--- config.mk ---
export PLATFORM = sky130hd
export DESIGN_NAME = mav_top
export DESIGN_NICKNAME = d
export VERILOG_FILES = /design/src/mav_pkg.sv /design/src/mav_top.sv
export SDC_FILE = /design/constraint.sdc
export NUM_CORES = 1
export LEC_CHECK = 0
export BUFFER_PORTS_ARGS = -buffer_cell sky130_fd_sc_hd__buf_2
export CAP_MARGIN = 40
export CORE_MARGIN = 5
export CORE_UTILIZATION = 40
export DETAILED_ROUTE_END_ITERATION = 12
export GPL_ROUTABILITY_DRIVEN = 0
export GPL_TIMING_DRIVEN = 0
export PLACE_DENSITY = 0.66
export SETUP_SLACK_MARGIN = 0.02
export SYNTH_ARGS = -nofsm -noshare
export SYNTH_HDL_FRONTEND = slang
export SYNTH_SLANG_ARGS = --single-unit
--- constraint.sdc ---
create_clock -name clk_in -period 13.2 [get_ports clk_in]
set_clock_uncertainty 0.2 [all_clocks]
set_input_delay 0.66 -clock clk_in [delete_from_list [all_inputs] [get_ports clk_in]]
set_output_delay 0.66 -clock clk_in [all_outputs]
set_load 0.02 [all_outputs]
--- src/mav_pkg.sv ---
// constants for the measurement average and median post-processor
package mav_pkg;
  // register byte offsets
  localparam logic [3:0] MAV_CTRL_OFS = 4'h0;
  localparam logic [3:0] MAV_STAT_OFS = 4'h4;
  localparam logic [3:0] MAV_RES_OFS = 4'h8;
  // control field positions
  localparam int MAV_CNT_LSB = 0;
  localparam int MAV_CNT_W = 8;
  localparam int MAV_MED_BIT = 8;
  localparam int MAV_FREE_BIT = 9;
  localparam int MAV_SORT_BIT = 10;
  // control reset values
  localparam logic [7:0] MAV_CNT_RST = 8'h01;
  localparam logic MAV_MED_RST = 1'b0;
  localparam logic MAV_FREE_RST = 1'b0;
  localparam logic MAV_SORT_RST = 1'b0;
  // status field positions
  localparam int MAV_ST_N_LSB = 0;
  localparam int MAV_ST_MED_LSB = 8;
  localparam int MAV_ST_BUSY_BIT = 10;
  localparam int MAV_ST_HOLD_BIT = 11;
  localparam int MAV_ST_FIN_BIT = 12;
  // result register flag
  localparam int MAV_RES_FIN_BIT = 31;
  // median group length minus one
  localparam logic [1:0] MAV_MED_LAST = 2'h2;
  typedef enum logic [1:0] {MAV_IDLE, MAV_RUN, MAV_DIV, MAV_HOLD} mav_state_e;
endpackage

--- src/mav_top.sv ---
// measurement average and median post-processor with avalon register slave
// What this block does
// averaging count is programmable from 1 to 255 measurements per result
// count of 1 reports each measurement directly; this is the reset default
// count above one reports the arithmetic mean of that many measurements
// averaging and median act the same for value and sort bin output formats
// single shot mode shows running average, then holds final until next start
// free running mode shows only completed final averages, each held until replaced
// median mode takes three measurements and passes only the middle one
// with median and averaging, average count medians of groups of three
// software sets median selection with control bit 1 and clears it with 0
// accumulator, counter and median group clear at reset and each new cycle
//
// Implementation choices: the Avalon-MM register port and the placing of the registers.
`timescale 1ns/100ps
module mav_top
  import mav_pkg::*;
#(
  parameter int DATA_W = 24
) (
  // clock and reset
  input wire logic clk_in,
  input wire logic rst_in,
  // avalon-mm slave
  input wire logic [3:0] avs_address_in,
  input wire logic avs_read_in,
  input wire logic avs_write_in,
  input wire logic [31:0] avs_writedata_in,
  input wire logic [3:0] avs_byteenable_in,
  output logic [31:0] avs_readdata_out,
  output logic avs_waitrequest_out,
  // measurement engine
  input wire logic start_in,
  input wire logic meas_valid_in,
  input wire logic signed [DATA_W-1:0] meas_data_in,
  output logic meas_ready_out,
  // display and output path
  output logic signed [DATA_W-1:0] result_out,
  output logic result_valid_out,
  output logic result_final_out,
  output logic sort_bin_output_out
);
  localparam int ACC_W = DATA_W + MAV_CNT_W;
  localparam int DIV_LAST = ACC_W - 1;

  if (DATA_W < 2 || DATA_W > 31) begin
    $error("DATA_W must lie between 2 and 31");
  end

  function automatic logic signed [DATA_W-1:0] med3(input logic signed [DATA_W-1:0] a,
      input logic signed [DATA_W-1:0] b, input logic signed [DATA_W-1:0] c);
    logic signed [DATA_W-1:0] lo;
    logic signed [DATA_W-1:0] hi;
    lo = (a < b) ? a : b;
    hi = (a < b) ? b : a;
    if (c <= lo) begin
      med3 = lo;
    end else if (c >= hi) begin
      med3 = hi;
    end else begin
      med3 = c;
    end
  endfunction

  mav_state_e state_q;
  logic ack_q, med_en_q, free_q, sort_q, neg_q, div_final_q;
  logic [7:0] cnt_q, n_q, rem_q, dvs_q, div_cnt_q;
  logic signed [ACC_W-1:0] acc_q;
  logic [1:0] med_cnt_q;
  logic signed [DATA_W-1:0] med_b0_q, med_b1_q;
  logic [ACC_W-1:0] dvd_q;

  // bus handshake: one wait cycle, then the access completes
  logic bus_req, bus_go, cfg_wr;
  assign bus_req = avs_read_in || avs_write_in;
  assign bus_go = bus_req && ack_q;
  assign avs_waitrequest_out = bus_req && !ack_q;
  assign cfg_wr = bus_go && avs_write_in && avs_address_in == MAV_CTRL_OFS;

  always_ff @(posedge clk_in or posedge rst_in) begin
    if (rst_in) begin
      ack_q <= 1'b0;
    end else begin
      ack_q <= bus_req && !ack_q;
    end
  end

  // control register
  always_ff @(posedge clk_in or posedge rst_in) begin
    if (rst_in) begin
      cnt_q <= MAV_CNT_RST;
      med_en_q <= MAV_MED_RST;
      free_q <= MAV_FREE_RST;
      sort_q <= MAV_SORT_RST;
    end else if (cfg_wr) begin
      if (avs_byteenable_in[0] && avs_writedata_in[MAV_CNT_LSB +: MAV_CNT_W] != 8'h00) begin
        cnt_q <= avs_writedata_in[MAV_CNT_LSB +: MAV_CNT_W];
      end
      if (avs_byteenable_in[1]) begin
        med_en_q <= avs_writedata_in[MAV_MED_BIT];
        free_q <= avs_writedata_in[MAV_FREE_BIT];
        sort_q <= avs_writedata_in[MAV_SORT_BIT];
      end
    end
  end
  assign sort_bin_output_out = sort_q;

  // sample path and median selection
  logic take, feed, div_done, cyc_final, restart, clr;
  logic signed [DATA_W-1:0] feed_val;
  logic signed [ACC_W-1:0] acc_nx;
  assign meas_ready_out = state_q == MAV_RUN;
  assign take = meas_valid_in && meas_ready_out;
  assign feed = take && (!med_en_q || med_cnt_q == MAV_MED_LAST);
  assign feed_val = med_en_q ? med3(med_b0_q, med_b1_q, meas_data_in) : meas_data_in;
  assign acc_nx = acc_q + ACC_W'(feed_val);
  assign div_done = state_q == MAV_DIV && div_cnt_q == 8'(DIV_LAST);
  assign cyc_final = n_q == cnt_q;
  assign restart = (!free_q && start_in) || (free_q && state_q == MAV_IDLE);
  assign clr = cfg_wr || restart || (div_done && cyc_final && free_q);

  always_ff @(posedge clk_in or posedge rst_in) begin
    if (rst_in) begin
      med_cnt_q <= 2'h0;
      med_b0_q <= '0;
      med_b1_q <= '0;
    end else if (clr) begin
      med_cnt_q <= 2'h0;
    end else if (take && med_en_q) begin
      if (med_cnt_q == MAV_MED_LAST) begin
        med_cnt_q <= 2'h0;
      end else begin
        med_cnt_q <= med_cnt_q + 2'h1;
        if (med_cnt_q == 2'h0) begin
          med_b0_q <= meas_data_in;
        end else begin
          med_b1_q <= meas_data_in;
        end
      end
    end
  end

  // accumulator and measurement counter
  always_ff @(posedge clk_in or posedge rst_in) begin
    if (rst_in) begin
      acc_q <= '0;
      n_q <= 8'h00;
    end else if (clr) begin
      acc_q <= '0;
      n_q <= 8'h00;
    end else if (feed) begin
      acc_q <= acc_nx;
      n_q <= n_q + 8'h01;
    end
  end

  // sequencing
  logic to_div;
  assign to_div = feed && (!free_q || n_q + 8'h01 == cnt_q);

  always_ff @(posedge clk_in or posedge rst_in) begin
    if (rst_in) begin
      state_q <= MAV_IDLE;
    end else if (cfg_wr) begin
      state_q <= MAV_IDLE;
    end else if (restart) begin
      state_q <= MAV_RUN;
    end else begin
      unique case (state_q)
        MAV_IDLE: begin
          state_q <= MAV_IDLE;
        end
        MAV_RUN: begin
          if (to_div) begin
            state_q <= MAV_DIV;
          end
        end
        MAV_DIV: begin
          if (div_done) begin
            state_q <= (cyc_final && !free_q) ? MAV_HOLD : MAV_RUN;
          end
        end
        MAV_HOLD: begin
          state_q <= MAV_HOLD;
        end
      endcase
    end
  end

  // restoring divider on the magnitude of the sum
  logic [8:0] rem_sh;
  logic q_bit;
  logic [ACC_W-1:0] quo_nx;
  assign rem_sh = {rem_q, dvd_q[ACC_W-1]};
  assign q_bit = rem_sh >= {1'b0, dvs_q};
  assign quo_nx = {dvd_q[ACC_W-2:0], q_bit};

  always_ff @(posedge clk_in or posedge rst_in) begin
    if (rst_in) begin
      dvd_q <= '0;
      rem_q <= 8'h00;
      dvs_q <= 8'h01;
      neg_q <= 1'b0;
      div_cnt_q <= 8'h00;
    end else if (state_q == MAV_RUN && to_div) begin
      dvd_q <= acc_nx[ACC_W-1] ? ACC_W'(-acc_nx) : ACC_W'(acc_nx);
      neg_q <= acc_nx[ACC_W-1];
      dvs_q <= n_q + 8'h01;
      rem_q <= 8'h00;
      div_cnt_q <= 8'h00;
    end else if (state_q == MAV_DIV) begin
      dvd_q <= quo_nx;
      rem_q <= q_bit ? 8'(rem_sh - {1'b0, dvs_q}) : rem_sh[7:0];
      div_cnt_q <= div_cnt_q + 8'h01;
    end
  end

  // display output
  always_ff @(posedge clk_in or posedge rst_in) begin
    if (rst_in) begin
      result_out <= '0;
      result_valid_out <= 1'b0;
      result_final_out <= 1'b0;
      div_final_q <= 1'b0;
    end else begin
      result_valid_out <= div_done;
      if (div_done) begin
        result_out <= neg_q ? -DATA_W'(quo_nx) : DATA_W'(quo_nx);
        result_final_out <= cyc_final;
        div_final_q <= cyc_final;
      end else if (restart && !free_q) begin
        div_final_q <= 1'b0;
      end
    end
  end

  // register read back
  always_ff @(posedge clk_in or posedge rst_in) begin
    if (rst_in) begin
      avs_readdata_out <= 32'h0;
    end else if (bus_req && !ack_q && avs_read_in) begin
      avs_readdata_out <= 32'h0;
      unique case (avs_address_in)
        MAV_CTRL_OFS: begin
          avs_readdata_out[MAV_CNT_LSB +: MAV_CNT_W] <= cnt_q;
          avs_readdata_out[MAV_MED_BIT] <= med_en_q;
          avs_readdata_out[MAV_FREE_BIT] <= free_q;
          avs_readdata_out[MAV_SORT_BIT] <= sort_q;
        end
        MAV_STAT_OFS: begin
          avs_readdata_out[MAV_ST_N_LSB +: 8] <= n_q;
          avs_readdata_out[MAV_ST_MED_LSB +: 2] <= med_cnt_q;
          avs_readdata_out[MAV_ST_BUSY_BIT] <= state_q == MAV_RUN || state_q == MAV_DIV;
          avs_readdata_out[MAV_ST_HOLD_BIT] <= state_q == MAV_HOLD;
          avs_readdata_out[MAV_ST_FIN_BIT] <= div_final_q;
        end
        MAV_RES_OFS: begin
          avs_readdata_out[DATA_W-1:0] <= result_out;
          avs_readdata_out[MAV_RES_FIN_BIT] <= result_final_out;
        end
        default: begin
          avs_readdata_out <= 32'h0;
        end
      endcase
    end
  end
endmodule

# Yosys cells after proc, flatten, opt, wreduce, memory -nomap -nowiden
# Index checks and enable logic that the tools add are counted.
[word_totals]
register_bits = 213
word_cells = 120
input_bits = 70
output_inout_bits = 61
[classes]
muxes = 33
n_bitwise = 3
add_sub_neg = 7
order_cmp = 4
n_eq_ne = 11
n_reduce_logical = 41
[ops]
columns = ["op", "count"]
rows = [
  ["two-way mux 32 bit", 5],
  ["two-way mux 24 bit", 6],
  ["two-way mux 8 bit", 7],
  ["one-hot mux 11 bit (3 select lines)", 1],
  ["adder 32 x 24 -> 32 bit", 1],
  ["negator 32 bit", 1],
  ["greater-or-equal comparator 24 bit", 1],
  ["<= comparator 24 bit", 1],
  ["< comparator 24 bit", 1],
  ["negator 24 bit", 1],
  ["logical AND 1 bit", 18],
  ["adder 8 x 1 -> 8 bit, second input constant", 2],
  ["equality test 8 bit", 2],
  ["two-way mux 2 bit", 8],
  ["two-way mux 11 bit", 1],
  ["greater-or-equal comparator 9 x 8 -> 1 bit", 1],
  ["equality test 8 x 5 -> 1 bit, second input constant", 1],
  ["one-hot mux 2 bit (4 select lines)", 1],
  ["AND reduction 4 bit", 2],
  ["nonzero test 2 bit", 4],
  ["nonzero test 8 bit", 1],
  ["subtractor 8 bit", 1],
  ["logical OR 1 bit", 7],
  ["equality test 2 bit, second input constant", 3],
  ["other kinds (13)", 22],
]

# Depth between registers and ports, before layout
[logic_depth]
depth_word = 10
ltp_mapped = 37
depth_no_buf = 33

# Worst setup path before layout
# OpenSTA, ideal clock, no wires.
[synth_timing]
kind = "register to register"
start = "register med_b0_q[23]"
end = "register dvd_q[28]"
path_slack_ns = 4.520
n_path_buf = 5
arrival_ns = 8.352
setup_ns = 0.128
stages_incl_launch_ff = 35
synth_period_minus_slack_ns = 8.680
t_required_ns = 12.872
path_cell_list = "dfrtp_1 > ha_1 > nand4_1 > nor3_1 > nand4_1 > a221oi_1 > nor2_1 > xnor2_1 > clkbuf_1 > clkbuf_1 > mux2_2 > ha_1 > nor2b_1 > o211ai_1 > a211o_1 > a21o_1 > a21oi_1 > clkbuf_1 > a31o_2 > clkbuf_1 > a22o_1 > ha_1 > inv_1 > fa_1 > nor2b_1 > o2111ai_2 > a211oi_1 > nor3_4 > xnor2_2 > nor4_4 > nand3b_2 > or4_1 > buf_2 > o32ai_2 > nor3b_2"
[synth_between]
elab_chain_cells = 10
word_cells_on_any_way = 12
classes_between = "add/sub: 2; order compare: 3; mux: 7"
[synth_lines]
columns = ["item", "line", "text"]
rows = [
  ["start, declared", "mav_top.sv:70", "logic signed [DATA_W-1:0] med_b0_q, med_b1_q;"],
  ["start signal, assigned", "mav_top.sv:135", "med_b0_q <= meas_data_in;"],
  ["< comparator 24 bit", "mav_top.sv:54, mav_top.sv:55", ""],
  ["two-way mux 24 bit", "mav_top.sv:55", "hi = (a < b) ? b : a;"],
  ["greater-or-equal comparator 24 bit", "mav_top.sv:58", "end else if (c >= hi) begin"],
  ["two-way mux 24 bit", "mav_top.sv:58", ""],
  ["two-way mux 24 bit (*)", "mav_top.sv:56", "if (c <= lo) begin"],
  ["two-way mux 24 bit (*)", "mav_top.sv:115", "assign feed_val = med_en_q ? med3(med_b0_q, med_b1_q, meas_data_in) : meas_data_in;"],
  ["adder 32 x 24 -> 32 bit (*)", "mav_top.sv:116", "assign acc_nx = acc_q + ACC_W'(feed_val);"],
  ["negator 32 bit", "mav_top.sv:206", "dvd_q <= acc_nx[ACC_W-1] ? ACC_W'(-acc_nx) : ACC_W'(acc_nx);"],
  ["two-way mux 32 bit (*)", "mav_top.sv:206", ""],
  ["two-way mux 32 bit (*)", "mav_top.sv:205", "end else if (state_q == MAV_RUN && to_div) begin"],
  ["end signal, assigned", "mav_top.sv:206", ""],
  ["end signal, assigned", "mav_top.sv:212", "dvd_q <= quo_nx;"],
  ["end, declared", "mav_top.sv:71", "logic [ACC_W-1:0] dvd_q;"],
]
# Mark *: on every way between the ends. The rest lies on a longest branch, timed or not.
# A chain may end at the register's enable or synchronous reset.

# Final worst setup path
[layout_timing]
start = "register med_b0_q[23]"
end = "register dvd_q[8]"
# Same word-level chain as after synthesis.

==> metrics.txt <==
status=finished clean; post-CTS setup buffers=0; initial core utilization=0.406; Iteration-0 DRC Markers=1019; GR Layer Usage met1=0.280; number of global-route vias before repair=13800; Tcrit/Tclk final=0.900; Yosys warning count=0; Clk Tree Root Cell=clkbuf_16; leakage power=7.78 nW; num rows=71; Slew @ Worst Pin=1.02 ns; Mapped Cells=1757; Final #Nets=2084; crit path setup slack, layout=1.32 ns; Placed Instance Area=16600 µm²; post-route cell area=17500 µm²; I/O Pins=131; Routed Wire Length=46000 µm; Final Power=3.94 mW; Clock Pin Slew Worst Setup and Hold Paths=0.06 ns; met2 Resource Use GR=0.350; syn avg cell area=8.75 µm²; Post-synth EDFFs=0; CP Class=flop to flop; routed len/inst=19.0 µm; Final setup viols=0; FILL cells=3681; area added between synthesis and finish=13.9%; cell taking the most area after synthesis=dfrtp_1; startpoint types=flop; Max Cap Viol=0; Post-CTS Hold Fix Bufs=0; Routed Antenna Nets=0; First-pass DRT Iterations=5; Hold Violations, Final=0; top post-synthesis cells by area=dfrtp_1 (34%), ha_1 (9.6%), nand2_1 (5.6%); Worst setup EP type=flop; Die W=206 µm; vias per cell=5.79; first-pass GRT wire length=74000 µm; DRC violations left=0; RR Startpoint=med_b0_q[23]$_DFFE_PP0P_; Port Buffers=100; RSZ-0062 raised after global routing=false; chip height=206 µm; GR peak layer=met2; Final min period=11.88 ns; Yosys cell types=96; CTS Buf Count=26; f_max=84.2 MHz; Slew HR=0.322; pre-CTS setup slack=1.68 ns; Multi-input gate area=9390 µm²; die area=42500 µm²; worst-case clock buffer depth=3; n_diodes=0; CP required=13.45 ns; cells on worst reg2reg path=34; Worst-Skew Late Latency=0.56 ns; register area share after synthesis=0.347; DPL Wire Length=35600 µm; Max FO, Critical Path=10; placed insts=2377; register area=5330 µm²; TNS Setup=0 ns; CP max stage delay=0.60 ns; Pwr Density=225 nW/µm²; met3 Track Usage GR=0.0331; post-CTS sizing=0; initial antenna violation count=0; Yosys top cell area share=0.343; gr ovfl total=0; core area=37800 µm²; CTS tree=yes; worst hold path type=input pin to asynchronous set/reset pin; DR vias=14000; fin. max-slew vios=0; fraction of registers with async set/reset=1.00; WP data arrival=12.13 ns; GRT Util Overall=0.214; most common cell after layout, fill and taps aside=nand2_1; CTS H-tree lvls=1; clock sinks=213; most frequent cells in the layout=nand2_1 (231), dfrtp_1 (211), o21ai_0 (129); reg2reg setup slack=1.32 ns; Mapped Area=15400 µm²; share of post-route cells with drive strength above 1=0.131; Finished Layout Cells=2423; FF-to-FF End=dvd_q[8]$_DFFE_PP0P_; largest net degree at the start of global routing=121; Main synth FF type=dfrtp_1; Crit-path slowest cell=a221oi_1; maximum vdd drop=0.000134 V; Yosys reg bits=213
==> worst max-delay path: cells and delay by family (launching register included) <==
family | cells | cell delay, ns
compound gates | 13 | 4.11
xor+xnor | 2 | 0.96
fa+ha+maj | 3 | 0.95
buf+inv | 7 | 3.06
flops | 1 | 0.44
mux | 1 | 0.35
simple gates | 8 | 1.69
==> synthesized netlist by cell type, drive strengths merged (24+ instances only) <==
| master | number |
|---|---|
| nand2 | 231 |
| dfrtp | 211 |
| o21ai | 134 |
| nor2 | 124 |
| ha | 118 |
| a21oi | 110 |
| clkbuf | 81 |
| inv | 61 |
| xor2 | 51 |
| mux2 | 46 |
| mux2i | 46 |
| xnor2 | 37 |
| a211oi | 36 |
| nor3 | 33 |
| nand3 | 30 |
| buf | 27 |
| o22ai | 24 |
| or3 | 24 |
==> power breakdown <==
part	total [mW]	switching, mW	internal (mW)
logic	2.22	1.38	0.835
registers	0.953	0.150	0.804
clock network	0.766	0.298	0.468
total	3.94	1.83	2.11
==> per-layer routing <==
metal,routed length [µm],vias to the layer above
met5,0,-
met4,2200,0
met3,3110,112
met2,20700,483
met1,20000,6732
li1,-,6712
==> worst max-delay path by stage <==
stage / from / end / slack (ns) / cells past startpoint
2_1_floorplan: med_b0_q[23]$_DFFE_PP0P_ / dvd_q[28]$_DFFE_PP0P_ / 4.52 / 34
3_3_place_gp: med_b0_q[23]$_DFFE_PP0P_ / dvd_q[8]$_DFFE_PP0P_ / 1.86 / 33
3_5_place_dp: med_b0_q[23]$_DFFE_PP0P_ / dvd_q[8]$_DFFE_PP0P_ / 1.68 / 34
4_1_cts: med_b0_q[23]$_DFFE_PP0P_ / dvd_q[8]$_DFFE_PP0P_ / 1.64 / 34
5_1_grt: med_b0_q[23]$_DFFE_PP0P_ / dvd_q[8]$_DFFE_PP0P_ / 0.70 / 35
6_report: med_b0_q[23]$_DFFE_PP0P_ / dvd_q[8]$_DFFE_PP0P_ / 1.32 / 34
==> through the flow <==
stage	hold slack (ns)	util
after floorplan	0.250	-
after global placement	0.231	0.437
after detailed placement	0.245	0.439
after CTS	0.0469	0.463
after global routing	0.0893	0.463
final	0.0138	0.463
==> area by class of cell <==
class / count / share of cell area
multi-input cells: 1381 / 0.536
plain buffers: 108 / 0.0258
repair buffers: 103 / 0.0314
well taps: 511 / 0.0365
clock buffers: 35 / 0.0419
clock inverters: 11 / 0.0101
flip-flops and latches: 213 / 0.305
inverters: 61 / 0.0135
==> logic make-up after synthesis <==
| logic type | count (synthesis) | share of synthesized area |
|---|---|---|
| buffers and inverters | 169 | 0.0443 |
| xor gates and xnor gates | 88 | 0.0521 |
| and+or+nand+nor | 576 | 0.178 |
| AOI/OAI and AO/OA | 498 | 0.217 |
| adders and majority gates | 120 | 0.0986 |
| DFF | 213 | 0.347 |
| other | 1 | 0.000244 |
| muxes | 92 | 0.0636 |
==> registers in the layout, indices dropped and copies added, names as in the netlist, 8 cells and up <==
signal,count
dvd_q,32
med_b1_q,24
div_cnt_q,8
acc_q,32
avs_readdata_out,25
med_b0_q,24
result_out,24
n_q,8
dvs_q,8
cnt_q,8
rem_q,8
Power figures use the tool's default switching activity.
